`src/include/bmu_pkg.sv`:
```
// package of opcodes, widths and reset values for the bit-manipulation unit
package bmu_pkg;

    // ==========================================================
    // operation codes
    typedef enum logic [4:0] {
        OP_NONE                  = 5'h00,
        OP_COND_BIT_CLEAR        = 5'h01,
        OP_BIT_INVERT            = 5'h02,
        OP_BIT_TEST              = 5'h03,
        OP_CARRY_AND_BIT         = 5'h04,
        OP_CARRY_AND_INV_BIT     = 5'h05,
        OP_CARRY_OR_BIT          = 5'h06,
        OP_CARRY_OR_INV_BIT      = 5'h07,
        OP_CARRY_XOR_BIT         = 5'h08,
        OP_CARRY_XOR_INV_BIT     = 5'h09,
        OP_LOAD_BIT_TO_CARRY     = 5'h0A,
        OP_LOAD_INV_BIT_TO_CARRY = 5'h0B,
        OP_STORE_CARRY_TO_BIT    = 5'h0C,
        OP_STORE_ZERO_TO_BIT     = 5'h0D,
        OP_STORE_INV_CARRY       = 5'h0E,
        OP_STORE_INV_ZERO        = 5'h0F,
        OP_FIELD_EXTRACT         = 5'h10,
        OP_FIELD_INSERT          = 5'h11
    } bmu_op_e;

    // ==========================================================
    // widths and reset values
    localparam int          BIT_NUM_W     = 3;
    localparam logic [7:0]  RESULT_RST    = 8'h00;
    localparam logic        FLAG_RST      = 1'b0;
    localparam int          LATENCY_CYC   = 1;

endpackage

```
`src/rtl/bmu_core.sv`:
```
// single-cycle byte bit-manipulation execution unit
`timescale 1ns/1ns

// Notes on behaviour
// - conditional clear zeroes a memory bit only when zero flag matches selected state
// - conditional clear bit number from 3-bit immediate or register low three bits
// - bit invert flips exactly one bit; number from immediate or register
// - bit test sets zero flag to inverse of the bit; operand untouched
// - carry becomes carry AND bit
// - carry becomes carry AND inverted bit
// - carry becomes carry OR bit
// - carry becomes carry OR inverted bit
// - carry becomes carry XOR bit
// - carry becomes carry XOR inverted bit
// - carry logic, load and store take only the immediate bit number
// - load copies the selected bit into carry
// - inverted load copies the inverted bit into carry
// - carry store writes carry into the bit, other seven bits kept
// - zero store writes zero flag into a memory bit only
// - inverted carry store writes inverted carry into the bit
// - inverted zero store writes inverted zero flag into a memory bit only
// - field extract puts a memory field right-aligned into register low bits
// - field insert writes register low bits into a memory field, rest kept
module bmu_core (
    input  wire logic                   clk_sys_i,
    input  wire logic                   rst_i,
    input  wire logic                   op_valid_i,
    input  wire bmu_pkg::bmu_op_e       op_i,
    input  wire logic [7:0]             operand_i,
    input  wire logic                   operand_is_mem_i,
    input  wire logic [2:0]             bit_imm_i,
    input  wire logic [7:0]             bit_reg_i,
    input  wire logic                   use_reg_bit_i,
    input  wire logic                   flag_condition_i,
    input  wire logic [7:0]             field_mask_i,
    input  wire logic [7:0]             reg_data_i,
    input  wire logic                   carry_i,
    input  wire logic                   zero_i,
    output logic                        done_o,
    output logic                        illegal_o,
    output logic [7:0]                  result_o,
    output logic                        result_wr_o,
    output logic                        reg_wr_o,
    output logic                        carry_o,
    output logic                        carry_wr_o,
    output logic                        zero_o,
    output logic                        zero_wr_o
);

    // ==========================================================
    // helpers
    // one-hot mask, bit 0 is the least significant
    function automatic logic [7:0] bit_mask(input logic [2:0] n);
        bit_mask = 8'h01 << n;
    endfunction

    // replace one bit, keeping the other seven
    function automatic logic [7:0] put_bit(input logic [7:0] v, input logic [2:0] n,
                                           input logic b);
        put_bit = (v & ~bit_mask(n)) | ({8{b}} & bit_mask(n));
    endfunction

    // right-align the masked field: shift by mask's lowest set bit
    function automatic logic [7:0] extract_field(input logic [7:0] v, input logic [7:0] m);
        logic [7:0] r;
        r = 8'h00;
        for (int i = 7; i >= 0; i--) begin
            if (m[i]) begin
                r = (v & m) >> i;
            end
        end
        extract_field = r;
    endfunction

    // left-align register low bits into the field position
    function automatic logic [7:0] insert_field(input logic [7:0] v, input logic [7:0] m,
                                                input logic [7:0] d);
        logic [7:0] s;
        s = 8'h00;
        for (int i = 7; i >= 0; i--) begin
            if (m[i]) begin
                s = d << i;
            end
        end
        insert_field = (v & ~m) | (s & m);
    endfunction

    // ==========================================================
    // state
    logic       done_q, done_d;
    logic       illegal_q, illegal_d;
    logic [7:0] result_q, result_d;
    logic       result_wr_q, result_wr_d;
    logic       reg_wr_q, reg_wr_d;
    logic       carry_q, carry_d;
    logic       carry_wr_q, carry_wr_d;
    logic       zero_q, zero_d;
    logic       zero_wr_q, zero_wr_d;

    logic [2:0] bit_num;
    logic       sel_bit;
    logic       reg_bit_ok;
    logic       mem_only;

    // bit number: register source only allowed for the first three operations
    always_comb begin
        reg_bit_ok = (op_i == bmu_pkg::OP_COND_BIT_CLEAR) || (op_i == bmu_pkg::OP_BIT_INVERT)
                  || (op_i == bmu_pkg::OP_BIT_TEST);
        bit_num    = (use_reg_bit_i && reg_bit_ok) ? bit_reg_i[2:0] : bit_imm_i;
        sel_bit    = operand_i[bit_num];
        mem_only   = (op_i == bmu_pkg::OP_COND_BIT_CLEAR) || (op_i == bmu_pkg::OP_STORE_ZERO_TO_BIT)
                  || (op_i == bmu_pkg::OP_STORE_INV_ZERO) || (op_i == bmu_pkg::OP_FIELD_EXTRACT)
                  || (op_i == bmu_pkg::OP_FIELD_INSERT);
    end

    // next-value decode; illegal forms (register bit number where only immediate
    // is allowed, register operand for memory-only ops) write nothing
    always_comb begin
        done_d      = op_valid_i;
        illegal_d   = 1'b0;
        result_d    = result_q;
        result_wr_d = 1'b0;
        reg_wr_d    = 1'b0;
        carry_d     = carry_q;
        carry_wr_d  = 1'b0;
        zero_d      = zero_q;
        zero_wr_d   = 1'b0;
        if (op_valid_i && ((use_reg_bit_i && !reg_bit_ok) || (mem_only && !operand_is_mem_i))) begin
            illegal_d = 1'b1;
        end else if (op_valid_i) begin
            case (op_i)
                bmu_pkg::OP_COND_BIT_CLEAR: begin
                    if (zero_i == flag_condition_i) begin
                        result_d    = put_bit(operand_i, bit_num, 1'b0);
                        result_wr_d = 1'b1;
                    end
                end
                bmu_pkg::OP_BIT_INVERT: begin
                    result_d    = operand_i ^ bit_mask(bit_num);
                    result_wr_d = 1'b1;
                end
                bmu_pkg::OP_BIT_TEST: begin
                    zero_d    = ~sel_bit;
                    zero_wr_d = 1'b1;
                end
                bmu_pkg::OP_CARRY_AND_BIT: begin
                    carry_d = carry_i & sel_bit;
                    carry_wr_d = 1'b1;
                end
                bmu_pkg::OP_CARRY_AND_INV_BIT: begin
                    carry_d = carry_i & ~sel_bit;
                    carry_wr_d = 1'b1;
                end
                bmu_pkg::OP_CARRY_OR_BIT: begin
                    carry_d = carry_i | sel_bit;
                    carry_wr_d = 1'b1;
                end
                bmu_pkg::OP_CARRY_OR_INV_BIT: begin
                    carry_d = carry_i | ~sel_bit;
                    carry_wr_d = 1'b1;
                end
                bmu_pkg::OP_CARRY_XOR_BIT: begin
                    carry_d = carry_i ^ sel_bit;
                    carry_wr_d = 1'b1;
                end
                bmu_pkg::OP_CARRY_XOR_INV_BIT: begin
                    carry_d = carry_i ^ ~sel_bit;
                    carry_wr_d = 1'b1;
                end
                bmu_pkg::OP_LOAD_BIT_TO_CARRY: begin
                    carry_d = sel_bit;
                    carry_wr_d = 1'b1;
                end
                bmu_pkg::OP_LOAD_INV_BIT_TO_CARRY: begin
                    carry_d = ~sel_bit;
                    carry_wr_d = 1'b1;
                end
                bmu_pkg::OP_STORE_CARRY_TO_BIT: begin
                    result_d    = put_bit(operand_i, bit_num, carry_i);
                    result_wr_d = 1'b1;
                end
                bmu_pkg::OP_STORE_ZERO_TO_BIT: begin
                    result_d    = put_bit(operand_i, bit_num, zero_i);
                    result_wr_d = 1'b1;
                end
                bmu_pkg::OP_STORE_INV_CARRY: begin
                    result_d    = put_bit(operand_i, bit_num, ~carry_i);
                    result_wr_d = 1'b1;
                end
                bmu_pkg::OP_STORE_INV_ZERO: begin
                    result_d    = put_bit(operand_i, bit_num, ~zero_i);
                    result_wr_d = 1'b1;
                end
                bmu_pkg::OP_FIELD_EXTRACT: begin
                    result_d = extract_field(operand_i, field_mask_i);
                    reg_wr_d = 1'b1;
                end
                bmu_pkg::OP_FIELD_INSERT: begin
                    result_d    = insert_field(operand_i, field_mask_i, reg_data_i);
                    result_wr_d = 1'b1;
                end
                default: begin
                    illegal_d = 1'b1;
                end
            endcase
        end
    end

    // registered results: one cycle after the request
    always_ff @(posedge clk_sys_i or posedge rst_i) begin
        if (rst_i) begin
            done_q      <= 1'b0;
            illegal_q   <= 1'b0;
            result_q    <= bmu_pkg::RESULT_RST;
            result_wr_q <= 1'b0;
            reg_wr_q    <= 1'b0;
            carry_q     <= bmu_pkg::FLAG_RST;
            carry_wr_q  <= 1'b0;
            zero_q      <= bmu_pkg::FLAG_RST;
            zero_wr_q   <= 1'b0;
        end else begin
            done_q      <= done_d;
            illegal_q   <= illegal_d;
            result_q    <= result_d;
            result_wr_q <= result_wr_d;
            reg_wr_q    <= reg_wr_d;
            carry_q     <= carry_d;
            carry_wr_q  <= carry_wr_d;
            zero_q      <= zero_d;
            zero_wr_q   <= zero_wr_d;
        end
    end

    assign done_o      = done_q;
    assign illegal_o   = illegal_q;
    assign result_o    = result_q;
    assign result_wr_o = result_wr_q;
    assign reg_wr_o    = reg_wr_q;
    assign carry_o     = carry_q;
    assign carry_wr_o  = carry_wr_q;
    assign zero_o      = zero_q;
    assign zero_wr_o   = zero_wr_q;

    // ==========================================================
    // checks
    property p_cond_clear;
        @(posedge clk_sys_i) disable iff (rst_i)
        op_valid_i && op_i == bmu_pkg::OP_COND_BIT_CLEAR && operand_is_mem_i
            && !use_reg_bit_i && zero_i != flag_condition_i |=> !result_wr_o;
    endproperty
    a_cond_clear: assert property (p_cond_clear) else $error("clear without condition");

    property p_invert;
        @(posedge clk_sys_i) disable iff (rst_i)
        op_valid_i && op_i == bmu_pkg::OP_BIT_INVERT && !use_reg_bit_i
            |=> result_wr_o && $countones(result_o ^ $past(operand_i)) == 1;
    endproperty
    a_invert: assert property (p_invert) else $error("invert not one bit");

    property p_test;
        @(posedge clk_sys_i) disable iff (rst_i)
        op_valid_i && op_i == bmu_pkg::OP_BIT_TEST && !use_reg_bit_i
            |=> zero_wr_o && zero_o == !$past(operand_i[bit_imm_i]) && !result_wr_o;
    endproperty
    a_test: assert property (p_test) else $error("bit test zero wrong");

    property p_and;
        @(posedge clk_sys_i) disable iff (rst_i)
        op_valid_i && op_i == bmu_pkg::OP_CARRY_AND_BIT && !use_reg_bit_i
            |=> carry_wr_o && carry_o == ($past(carry_i) & $past(operand_i[bit_imm_i]));
    endproperty
    a_and: assert property (p_and) else $error("carry and wrong");

    property p_xor_inv;
        @(posedge clk_sys_i) disable iff (rst_i)
        op_valid_i && op_i == bmu_pkg::OP_CARRY_XOR_INV_BIT && !use_reg_bit_i
            |=> carry_o == ($past(carry_i) ^ !$past(operand_i[bit_imm_i]));
    endproperty
    a_xor_inv: assert property (p_xor_inv) else $error("carry xor inv wrong");

    property p_imm_only;
        @(posedge clk_sys_i) disable iff (rst_i)
        op_valid_i && use_reg_bit_i && op_i >= bmu_pkg::OP_CARRY_AND_BIT
            |=> illegal_o && !carry_wr_o && !result_wr_o;
    endproperty
    a_imm_only: assert property (p_imm_only) else $error("register bit number accepted");

    property p_load;
        @(posedge clk_sys_i) disable iff (rst_i)
        op_valid_i && op_i == bmu_pkg::OP_LOAD_BIT_TO_CARRY && !use_reg_bit_i
            |=> carry_o == $past(operand_i[bit_imm_i]) && !result_wr_o;
    endproperty
    a_load: assert property (p_load) else $error("load bit wrong");

    property p_store;
        @(posedge clk_sys_i) disable iff (rst_i)
        op_valid_i && op_i == bmu_pkg::OP_STORE_CARRY_TO_BIT && !use_reg_bit_i
            |=> result_o == (($past(operand_i) & ~(8'h01 << $past(bit_imm_i)))
                | ({8{$past(carry_i)}} & (8'h01 << $past(bit_imm_i))));
    endproperty
    a_store: assert property (p_store) else $error("store carry wrong");

    property p_zero_mem;
        @(posedge clk_sys_i) disable iff (rst_i)
        op_valid_i && op_i == bmu_pkg::OP_STORE_ZERO_TO_BIT && !operand_is_mem_i
            |=> illegal_o && !result_wr_o;
    endproperty
    a_zero_mem: assert property (p_zero_mem) else $error("zero store to register");

endmodule // bmu_core

```
`config.mk`:
```
export PLATFORM = sky130hd
export DESIGN_NAME = bmu_core
export DESIGN_NICKNAME = d
export VERILOG_FILES = /design/src/include/bmu_pkg.sv /design/src/rtl/bmu_core.sv
export SDC_FILE = /design/constraint.sdc
export NUM_CORES = 1
export LEC_CHECK = 0
export BUFFER_PORTS_ARGS = -buffer_cell sky130_fd_sc_hd__buf_2
export CAP_MARGIN = 10
export CORE_ASPECT_RATIO = 0.7
export CORE_UTILIZATION = 45
export DETAILED_ROUTE_END_ITERATION = 6
export PLACE_DENSITY = 0.74
export SLEW_MARGIN = 20
export SYNTH_ARGS = -nofsm -noshare
export SYNTH_HDL_FRONTEND = slang
export SYNTH_SLANG_ARGS = --single-unit
```
`constraint.sdc`:
```
create_clock -name clk_sys_i -period 2 [get_ports clk_sys_i]
set_input_delay 0.2 -clock clk_sys_i [delete_from_list [all_inputs] [get_ports clk_sys_i]]
set_output_delay 0.2 -clock clk_sys_i [all_outputs]
set_load 0.03 [all_outputs]
```
==> out/metrics.yaml, run 1 <==
worstSetupEndpointType: "flip-flop"
yosys_warnings: 0
synth_ff_type: "dfrtp_1"
fin_nets: 479
synth_area_leaders: "dfrtp_1, mux2i_1, o21ai_0"
wire_per_inst_um: 16.9
initialDrtViolationCount: 408
cp-start-kind: "input port"
synth.top_cell.area_share_pct: 16.5
layout_commonest_cell: "buf_2"
max-vdd-ir-drop_mv: 0.229
critical_path_class: "input port to flip-flop"
rsz0062_at_grt: "yes"
syn_area_sq_mm: 0.00243
async_flop_share_pct: 100
place.port_buffers: 58
drive_gt1_share_pct: 33.3
synth_nets: 401
crit_required_ns: 2.15
violations: "negative setup slack"
dr.pass1.iters: 6
post-cts-setup-buffer-count: 0
rows: 21
drc: 0
die_x_um: 89.8
wl_um: 8270
finalHoldViolCount: 0
final_cell_mix: "buf_2, buf_4, nand2_1, o21ai_0"
rrSetupSlack_ns: 1.31
p_leak_nw: 1.44
ff2ff_path_depth: 1
globalRouteOverflowTotal: 0
syn_avg_cell_area_sq_um: 7.04
hpwl_um: 6410
arrival_ns: 2.24
outcome: "finished, violations left"
area_delta_synth_final_pct: 31.1
via_per_inst: 6.31
timing.rr.start: "result_o[7]"
setup_viol: 1
synth_enable_flop_cells: 0
post-route-period-util_pct: 105
num_vias: 3091
ys_seq_elements: 16
cts_max_path_buffers: 2
tightest_slew_ns: 0.625
die_y_um: 63.5
postLayoutCoreUtil_pct: 63.8
clockRootBuffer: "clkbuf_8"
cap_violations: 0
track_usage_pct: 28.5
numCtsBuffers: 3
fin_worst_skew_ns: 0
cts_tree: "built"
start_util_pct: 48.7
place_congestion: 0.986
yosys.area.top_type: "dfrtp_1"
cts_sinks: 16
clk_pin_slew_worst_paths_ns: 0.07
synthCells: 345
insertion_delay_ns: 0.24
grt_pass1_wl_um: 13200
n_antenna_cell: 0
grt_pass1_vias: 2621
h-tree-depth: 1
die_area_sq_mm: 0.00570
postRouteAntennaNets: 0
antenna_found_initial: 0
critPathMaxFanout: 5
min_period_ns: 2.09
p_per_area_mw_per_mm2: 447
coreArea_sq_mm: 0.00499
grt_max_degree: 31
num_io_pins: 64
place_ws_ns: -0.267
reg2reg_to: "result_o[7]"
timing.fmax_mhz: 478
worstHoldPathType: "input port to asynchronous set/reset pin"
fin_ws_ns: -0.0924
ys_seq_area_share_pct: 16.5
relSlewSlack_pct: 58.3
finalMaxSlewViolations: 0
yosysUniqueCellTypes: 56
==> how the worst max path moves through the flow <==
stage	to	slack (ns)	startpoint	cells after the start
floorplan	result_o[0]	-0.02	op_i[3]	10
global placement	result_o[6]	-0.23	op_i[4]	8
detailed placement	result_o[3]	-0.27	op_i[3]	8
CTS	result_o[6]	0.01	op_i[4]	8
global route	result_o[6]	-0.14	op_i[4]	8
finish	result_o[6]	-0.09	op_i[4]	8
==> per-stage QoR <==
step / instance area (sq um) / power [mW] / cells / hold WS [ns] / setup TNS (ns)
global placement: 3030 / 1.14 / 487 / 0.307 / -1.53
global route: 3180 / 1.51 / 490 / 0.0780 / -0.335
finish: 3180 / 1.42 / 490 / 0.0229 / -0.0924
CTS: 3080 / 1.40 / 490 / 0.0451 / 0
detailed placement: 3030 / 1.16 / 487 / 0.307 / -1.96
floorplan: 2470 / 0.888 / 345 / 0.114 / -0.0387
==> flip-flops by register name (all words and copies together), names as in the netlist <==
register     flops
carry_o          1
carry_wr_o       1
done_o           1
illegal_o        1
reg_wr_o         1
result_o         8
result_wr_o      1
zero_o           1
zero_wr_o        1
==> cells in the mapped netlist, drive strengths merged, types with 4 or more instances <==
cell type   n
nor3       13
o221ai      4
nand3      14
a221o       5
dfrtp      16
nand2b      7
o21ai      35
and3        5
mux2        6
nor2       27
a21oi      29
inv        15
o211ai      4
a31oi       8
a22oi       4
a211oi      5
nor2b       4
o31ai       7
ha          8
nor4        7
nand2      33
clkbuf     19
mux2i      17
buf        11
==> metal layers <==
| layer | wire (um) | up-vias | GRT usage (%) | share of wire [%] |
|---|---|---|---|---|
| li1 | - | 1461 | - | - |
| met1 | 3770 | 1438 | 43.9 | 46 |
| met2 | 3440 | 178 | 41.0 | 42 |
| met3 | 963 | 14 | 5.07 | 12 |
| met4 | 95 | 0 | 5.12 | 1.1 |
| met5 | 0 | - | 0 | 0 |
==> power breakdown <==
group          switching [mW]  internal [mW]
Clock                   0.105          0.133
Sequential             0.0340          0.384
Combinational           0.478          0.288
==> layout make-up <==
cell class / count / area (sq um)
timing repair buffer: 103 / 634
multi-input combinational: 284 / 1970
fill: 474 / 1810
sequential: 16 / 400
clock buffer: 3 / 41.3
inverter: 15 / 56.3
tap: 69 / 86.3
==> timing repair <==
item,4_1_cts,5_1_grt
endpoints found under the setup margin,3,9
hold buffers,0,0
gates cloned,0,0
pin swaps,2,13
gates resized for setup,2,18
==> critical path: stages <==
cell and delay (ns):
buf_4 0.13, or4b_4 0.57, nor4_1 0.40, a41oi_2 0.14, ha_1 0.32, o22ai_1 0.16
nor4_1 0.07, o31ai_1 0.25
==> kinds of logic (layout without fill, tap and decap cells) <==
kind of cell    Yosys count  after routing  synth area share [%]
compound gates          126            126                  34.5
xor+xnor                  3              3                  1.08
fa+ha+maj                 8              8                  4.12
buf+inv                  45            121                  7.47
flops                    16             16                  16.5
mux                      23             23                  9.78
simple gates            124            124                  26.6
Power figures use the tool's default switching activity.
==> run 2, diff against run 1 <==
- ABC_AREA: default -> 1
- SKIP_CTS_REPAIR_TIMING: default -> 1
==> run 2 against run 1 <==
The flow finishes with violations (negative hold slack). Critical endpoint is now result_o[1]. Combinational power is 4.4% lower. Die area fell by 5.0%. Largest cell class unchanged. Clock power up 17%. Critical path type unchanged. Via count is 1.6% lower. Sequential share of layout area grew 0.94 points. First-iteration DRC count down 6.4%. Count of clock-buffer cells in the layout is 1 higher. Power increased by 0.44%. Cell count rose by 11%.
==> out/metrics.yaml, run 2 <==
post-route-period-util_pct: 94.0  # -11 points
fillers: 479  # +1.1%
die_area_sq_mm: 0.00542  # -5.0%
violations: "negative hold slack"
p_sw_share_pct: 43.2  # -0.22 points
area_delta_synth_final_pct: 28.6
async_flop_share_pct: 100  # unchanged
cp-start-kind: "input port"
initialDrtViolationCount: 382  # -6.4%
h-tree-depth: 1  # unchanged
grt_pass1_wl_um: 11900  # -9.8%
cts_tree: "built"
grt_use_met2_pct: 43.9  # +2.9 points
synthAdderAreaFrac_pct: 4.34  # +0.22 points
hold_slack_ns: -0.00244  # -0.0253 ns
grt_max_degree: 21  # -32%
grt_pass1_vias: 2539  # -3.1%
final_cell_mix: "nand2_1, buf_2, inv_1, nor2_1, a21oi_1"
internal_power_uw: 811  # +0.83%
synthCells: 388  # +12%
gr-usage-met3_pct: 5.81  # +0.74 points
num_vias: 3041  # -1.6%
synth_ff_type: "dfrtp_1"
worstSetupEndpointType: "flip-flop"
wl_um: 7520  # -9.1%
clk_pin_slew_worst_paths_ns: 0.06  # about the same
yosysUniqueCellTypes: 39  # -30%
tightest_slew_ns: 0.566  # -0.0586 ns
n_antenna_cell: 0  # unchanged
power_mw: 1.43  # +0.44%
ys_seq_elements: 16  # unchanged
arrival_ns: 2.02  # -0.22 ns
coreArea_sq_mm: 0.00486  # -2.6%
num_io_pins: 64  # unchanged
synth_nets: 444  # +11%
critPathMaxFanout: 6  # +1
cpMostUsedCell: "nand2_1"
max-vdd-ir-drop_mv: 0.228  # -0.27%
synth-compound-area-share_pct: 29.2  # -5.3 points
synth.top_cell.area_share_pct: 17.4  # +0.89 points
cts_max_path_buffers: 2  # unchanged
antenna_found_initial: 0  # unchanged
rows: 21  # unchanged
p_leak_nw: 1.52  # +5.5%
syn_avg_cell_area_sq_um: 5.94  # -16%
switchingPower_uw: 617  # about the same
insertion_delay_ns: 0.25  # about the same
outcome: "finished, violations left"
postRouteAntennaNets: 0  # unchanged
crit_path_max_incr_delay_ns: 0.29  # -0.28 ns
setup_viol: 0  # -1
drc: 0  # unchanged
cp_cell_sequence: "buf_2 > nor2_4 > nand4_4 > nand2_2 > o21ai_4 > buf_4 > nor2_2 > nand2_1 > ha_1 > o221ai_1 > a21oi_1 > nand2_1 > nand2_1 > nand2_1"
largest_reg_flops: 8  # unchanged
yosys_warnings: 0  # unchanged
synth_top_family_by_area: "simple AND/OR/NAND/NOR gates"
critical_path_class: "input port to flip-flop"
place_congestion: 0.962  # -2.4%
synthMuxAreaShare_pct: 0  # -9.8 points
drive_gt1_share_pct: 29.2  # -4.1 points
dr.pass1.iters: 6  # unchanged
die_x_um: 87.5  # -2.5%
p_per_area_mw_per_mm2: 482  # +7.9%
via_per_inst: 5.61  # -11%
clkPwrFrac_pct: 19.5  # +2.7 points
p_comb_share_pct: 51.3  # -2.6 points
fin_worst_skew_ns: 0  # unchanged
wire_per_inst_um: 13.9  # -18%
synth_area_leaders: "dfrtp_1, nand2_1, a21oi_1"
sequentialPowerShare_pct: 29.3  # about the same
track_usage_pct: 28.3  # -0.21 points
yosys.area.top_type: "dfrtp_1"
timing.fmax_mhz: 532  # +11%
clockRootBuffer: "clkbuf_8"
synth_most_common_cell: "nand2_1"
rsz0062_at_grt: "no"
start_util_pct: 47.4  # -1.3 points
finalHoldViolCount: 16  # +16
place.port_buffers: 58  # unchanged
multi_input_area_sq_mm: 0.00168  # -15%
syn_area_sq_mm: 0.00230  # -5.1%
cap_violations: 0  # unchanged
grtUsageMet1_pct: 42.2  # -1.7 points
finalMaxSlewViolations: 0  # unchanged
slowest_stage: "ha_1"
ys_seq_area_share_pct: 17.4  # +0.89 points
synth_xor_area_share_pct: 0.760  # -0.32 points
synth_enable_flop_cells: 0  # unchanged
die_y_um: 61.9  # -2.5%
synthTopCellsByCount: "nand2_1, inv_1, a21oi_1, nor2_1, o21ai_0"
cts_sinks: 16  # unchanged
min_period_ns: 1.88  # -0.211 ns
ff_latch_area_sq_um: 400  # unchanged
relSlewSlack_pct: 62.2  # +3.9 points
grt_busiest_layer: "met2"
synth-simple-area-share_pct: 37.8  # +11 points
postLayoutCoreUtil_pct: 61.0  # -2.8 points
fin_nets: 530  # +11%
hpwl_um: 6070  # -5.2%
crit_required_ns: 2.14  # about the same
layout_commonest_cell: "nand2_1"
numCtsBuffers: 3  # unchanged
globalRouteOverflowTotal: 0  # unchanged
worstHoldPathType: "input port to asynchronous set/reset pin"
==> run 2: cell count changes after synthesis, moves of 7 or more <==
cell / change
a21oi_1: +7
buf_2: -8
clkbuf_1: -10
inv_1: +26
inv_2: +12
mux2i_1: -17
nand2_1: +57
nand2b_1: -7
nand3_1: +15
nor2_1: +9
nor2_2: +7
nor3_1: -8
o31ai_1: -7
==> run 2: cell families (layout without fill, tap and decap cells) <==
logic type	count (synthesis)	count (layout)
AOI/OAI and AO/OA	110	110
xor gates and xnor gates	2	2
adders and majority gates	8	8
buffers and inverters	64	149
DFF	16	16
and+or+nand+nor	188	188
==> run 2: critical path: cells and delay by family <==
| family | cells | cell delay, ns |
|---|---|---|
| simple gates | 8 | 0.93 |
| buf+inv | 2 | 0.26 |
| fa+ha+maj | 1 | 0.29 |
| compound gates | 3 | 0.36 |
==> run 2: power by group through the flow <==
stage	Sequential [mW]	Clock [mW]	Combinational [mW]
final	0.418	0.278	0.732
after global routing	0.427	0.291	0.803
after CTS	0.418	0.286	0.716
after detailed placement	0.422	0	0.714
after global placement	0.421	0	0.705
after floorplan	0.548	0	0.323
==> run 2: routing by layer <==
| metal | share of wire, % | vias to the layer above | routed length [um] |
|---|---|---|---|
| li1 | - | 1479 | - |
| met1 | 45 | 1354 | 3380 |
| met2 | 42 | 196 | 3120 |
| met3 | 13 | 12 | 975 |
| met4 | 0.53 | 0 | 40 |
| met5 | 0 | - | 0 |
==> run 2: worst paths after layout <==
kind                             start           to  slack (ns)  depth (start not counted)
setup / recovery               op_i[3]  result_o[1]        0.12                         14
hold / removal                   rst_i       zero_o      -0.002                          2
max in group asynchronous        rst_i    zero_wr_o        1.63                          2
hold reg to reg            result_o[7]  result_o[7]        0.47                          2
min in group clk_sys_i      op_valid_i       done_o        0.07                          1
setup reg to reg               carry_o      carry_o        1.14                          3
==> run 2: cell type report <==
type | instances | share of cell area [%]
multi-input combinational | 308 | 56.6
timing repair buffer | 92 | 18.4
sequential | 16 | 13.5
inverter | 53 | 6.71
tap | 69 | 2.91
clock buffer | 4 | 1.86
==> run 2: per-stage QoR <==
stage	worst slack [ns]	cell area, sq um	TNS (ns)	std cells
3_3_place_gp	-0.0699	2890	-0.190	537
4_1_cts	0.121	2940	0	541
6_report	0.119	2960	0	542
3_5_place_dp	-0.145	2890	-0.619	537
5_1_grt	0.00427	2960	0	542
2_1_floorplan	0.103	2300	0	388
==> run 3, diff against run 2 <==
- MAX_ROUTING_LAYER: default -> met4
==> run 3 against run 2 <==
The flow still finishes with violations (negative hold slack). Core utilization shrank 0.10 points. Register-to-register slack hardly changed. Clock power up 3%. Largest power group unchanged. Largest cell class unchanged. Sequential share of layout area about the same. First-iteration DRC count down 26%. Combinational power hardly changed. Hold slack better by 0.00096 ns.
==> out/metrics.yaml, run 3 (synthesis gave the netlist of run 2 again) <==
finalHoldViolCount: 8  # -8
tightest_slew_ns: 0.577  # +0.0100 ns
finalMaxSlewViolations: 0  # unchanged
place_congestion: 0.982  # +2.1%
wl_um: 7650  # +1.7%
drive_gt1_share_pct: 29.1  # -0.062 points
outcome: "finished, violations left"
p_leak_nw: 1.52  # +0.16%
grt_pass1_vias: 2442  # -3.8%
internal_power_uw: 813  # +0.24%
drc: 0  # unchanged
violations: "negative hold slack"
rsz0062_at_grt: "yes"
p_per_area_mw_per_mm2: 485  # +0.63%
hold_slack_ns: -0.00148  # +0.000960 ns
fin_nets: 531  # +0.19%
grt_pass1_wl_um: 11900  # -0.41%
area_delta_synth_final_pct: 28.3
post-route-period-util_pct: 94.0  # about the same
relSlewSlack_pct: 61.5  # -0.67 points
num_vias: 3045  # +0.13%
min_period_ns: 1.88  # -0.00169 ns
insertion_delay_ns: 0.25  # about the same
power_mw: 1.43  # +0.46%
track_usage_pct: 29.7  # +1.4 points
setup_viol: 0  # unchanged
layout_commonest_cell: "nand2_1"
dr.pass1.iters: 5  # -1
initialDrtViolationCount: 283  # -26%
p_comb_share_pct: 51.1  # -0.2 points
fillers: 485  # +1.3%
coreArea_sq_mm: 0.00486  # unchanged
num_io_pins: 64  # unchanged
p_sw_share_pct: 43.3  # +0.13 points
fin_worst_skew_ns: 0  # unchanged
clk_pin_slew_worst_paths_ns: 0.06  # about the same
cts_max_path_buffers: 2  # unchanged
start_util_pct: 47.4  # unchanged
hpwl_um: 6290  # +3.6%
cap_violations: 0  # unchanged
grt_max_degree: 20  # -4.8%
cts_sinks: 16  # unchanged
antenna_found_initial: 0  # unchanged
clockRootBuffer: "clkbuf_8"
cp-start-kind: "input port"
cts_tree: "built"
worstSetupEndpointType: "flip-flop"
via_per_inst: 5.61  # about the same
clkPwrFrac_pct: 19.8  # +0.3 points
crit_required_ns: 2.13  # about the same
wire_per_inst_um: 14.1  # +1.6%
sequentialPowerShare_pct: 29.0  # -0.3 points
switchingPower_uw: 621  # +0.76%
die_area_sq_mm: 0.00542  # unchanged
globalRouteOverflowTotal: 0  # unchanged
critPathMaxFanout: 6  # unchanged
dp_cells: 539  # +0.37%
numCtsBuffers: 3  # unchanged
fin_cells: 543  # +0.18%
critical_path_class: "input port to flip-flop"
timing.fmax_mhz: 532  # about the same
n_antenna_cell: 0  # unchanged
max-vdd-ir-drop_mv: 0.248  # +8.4%
arrival_ns: 2.01  # about the same
postRouteAntennaNets: 0  # unchanged
rows: 21  # unchanged
h-tree-depth: 1  # unchanged
final_cell_mix: "nand2_1, buf_2, inv_1, nor2_1, a21oi_1"
place.port_buffers: 58  # unchanged
die_y_um: 61.9  # unchanged
largest_reg_flops: 8  # unchanged
worstHoldPathType: "input port to asynchronous set/reset pin"
die_x_um: 87.5  # unchanged
[run 3: final timing paths]
check / startpoint / endpoint / slack [ns] / depth (start not counted)
hold / removal: rst_i / zero_o / -0.001 / 2
max in group asynchronous: rst_i / result_o[2] / 1.62 / 2
setup reg to reg: carry_o / carry_o / 1.15 / 3
setup / recovery: op_i[2] / result_o[2] / 0.12 / 13
hold reg to reg: result_o[7] / result_o[7] / 0.48 / 2
min in group clk_sys_i: op_valid_i / done_o / 0.07 / 1
[run 3: area by class of cell]
class / count / area, sq um / area share, %
Multi-Input combinational cell: 308 / 1660 / 56.3
Timing Repair Buffer: 93 / 553 / 18.7
Sequential cell: 16 / 400 / 13.5
Inverter: 53 / 199 / 6.73
Tap cell: 69 / 86.3 / 2.92
Clock buffer: 4 / 55.1 / 1.86
[run 3: worst max-delay path, cell delays in order]
cell and delay, ns:
buf_2 0.12, nor2_4 0.15, nand4_4 0.18, o21ai_4 0.24
inv_2 0.08, nor2_2 0.17, nand2_1 0.11, ha_1 0.29
nor2_1 0.04, nor2_1 0.10, nand4_1 0.10, o211ai_1 0.14
nand2_1 0.08
[run 3: per-layer routing]
metal / global-route usage [%] / wire (um) / up-vias
met5: - / 0 / -
met4: 5.15 / 59 / 0
met3: 4.49 / 954 / 9
met2: 42.7 / 3020 / 198
met1: 43.9 / 3610 / 1344
li1: - / - / 1494
[run 3: stage by stage]
stage          util [%]  instance area (sq um)  TNS, ns  worst slack (ns)
6_report           60.8                   2960        0             0.121
5_1_grt            60.8                   2960  -0.0451           -0.0203
4_1_cts            60.8                   2960        0             0.157
3_5_place_dp       59.7                   2900   -0.558            -0.105
3_3_place_gp       59.7                   2900   -0.233           -0.0630
2_1_floorplan         -                   2300        0             0.103
[run 3: power groups by stage]
| stage | sequential (mW) | clock (mW) | combinational (mW) |
|---|---|---|---|
| 6_report | 0.417 | 0.285 | 0.733 |
| 3_5_place_dp | 0.421 | 0 | 0.724 |
| 3_3_place_gp | 0.419 | 0 | 0.713 |
| 2_1_floorplan | 0.548 | 0 | 0.323 |
| 5_1_grt | 0.426 | 0.308 | 0.805 |
| 4_1_cts | 0.417 | 0.290 | 0.725 |
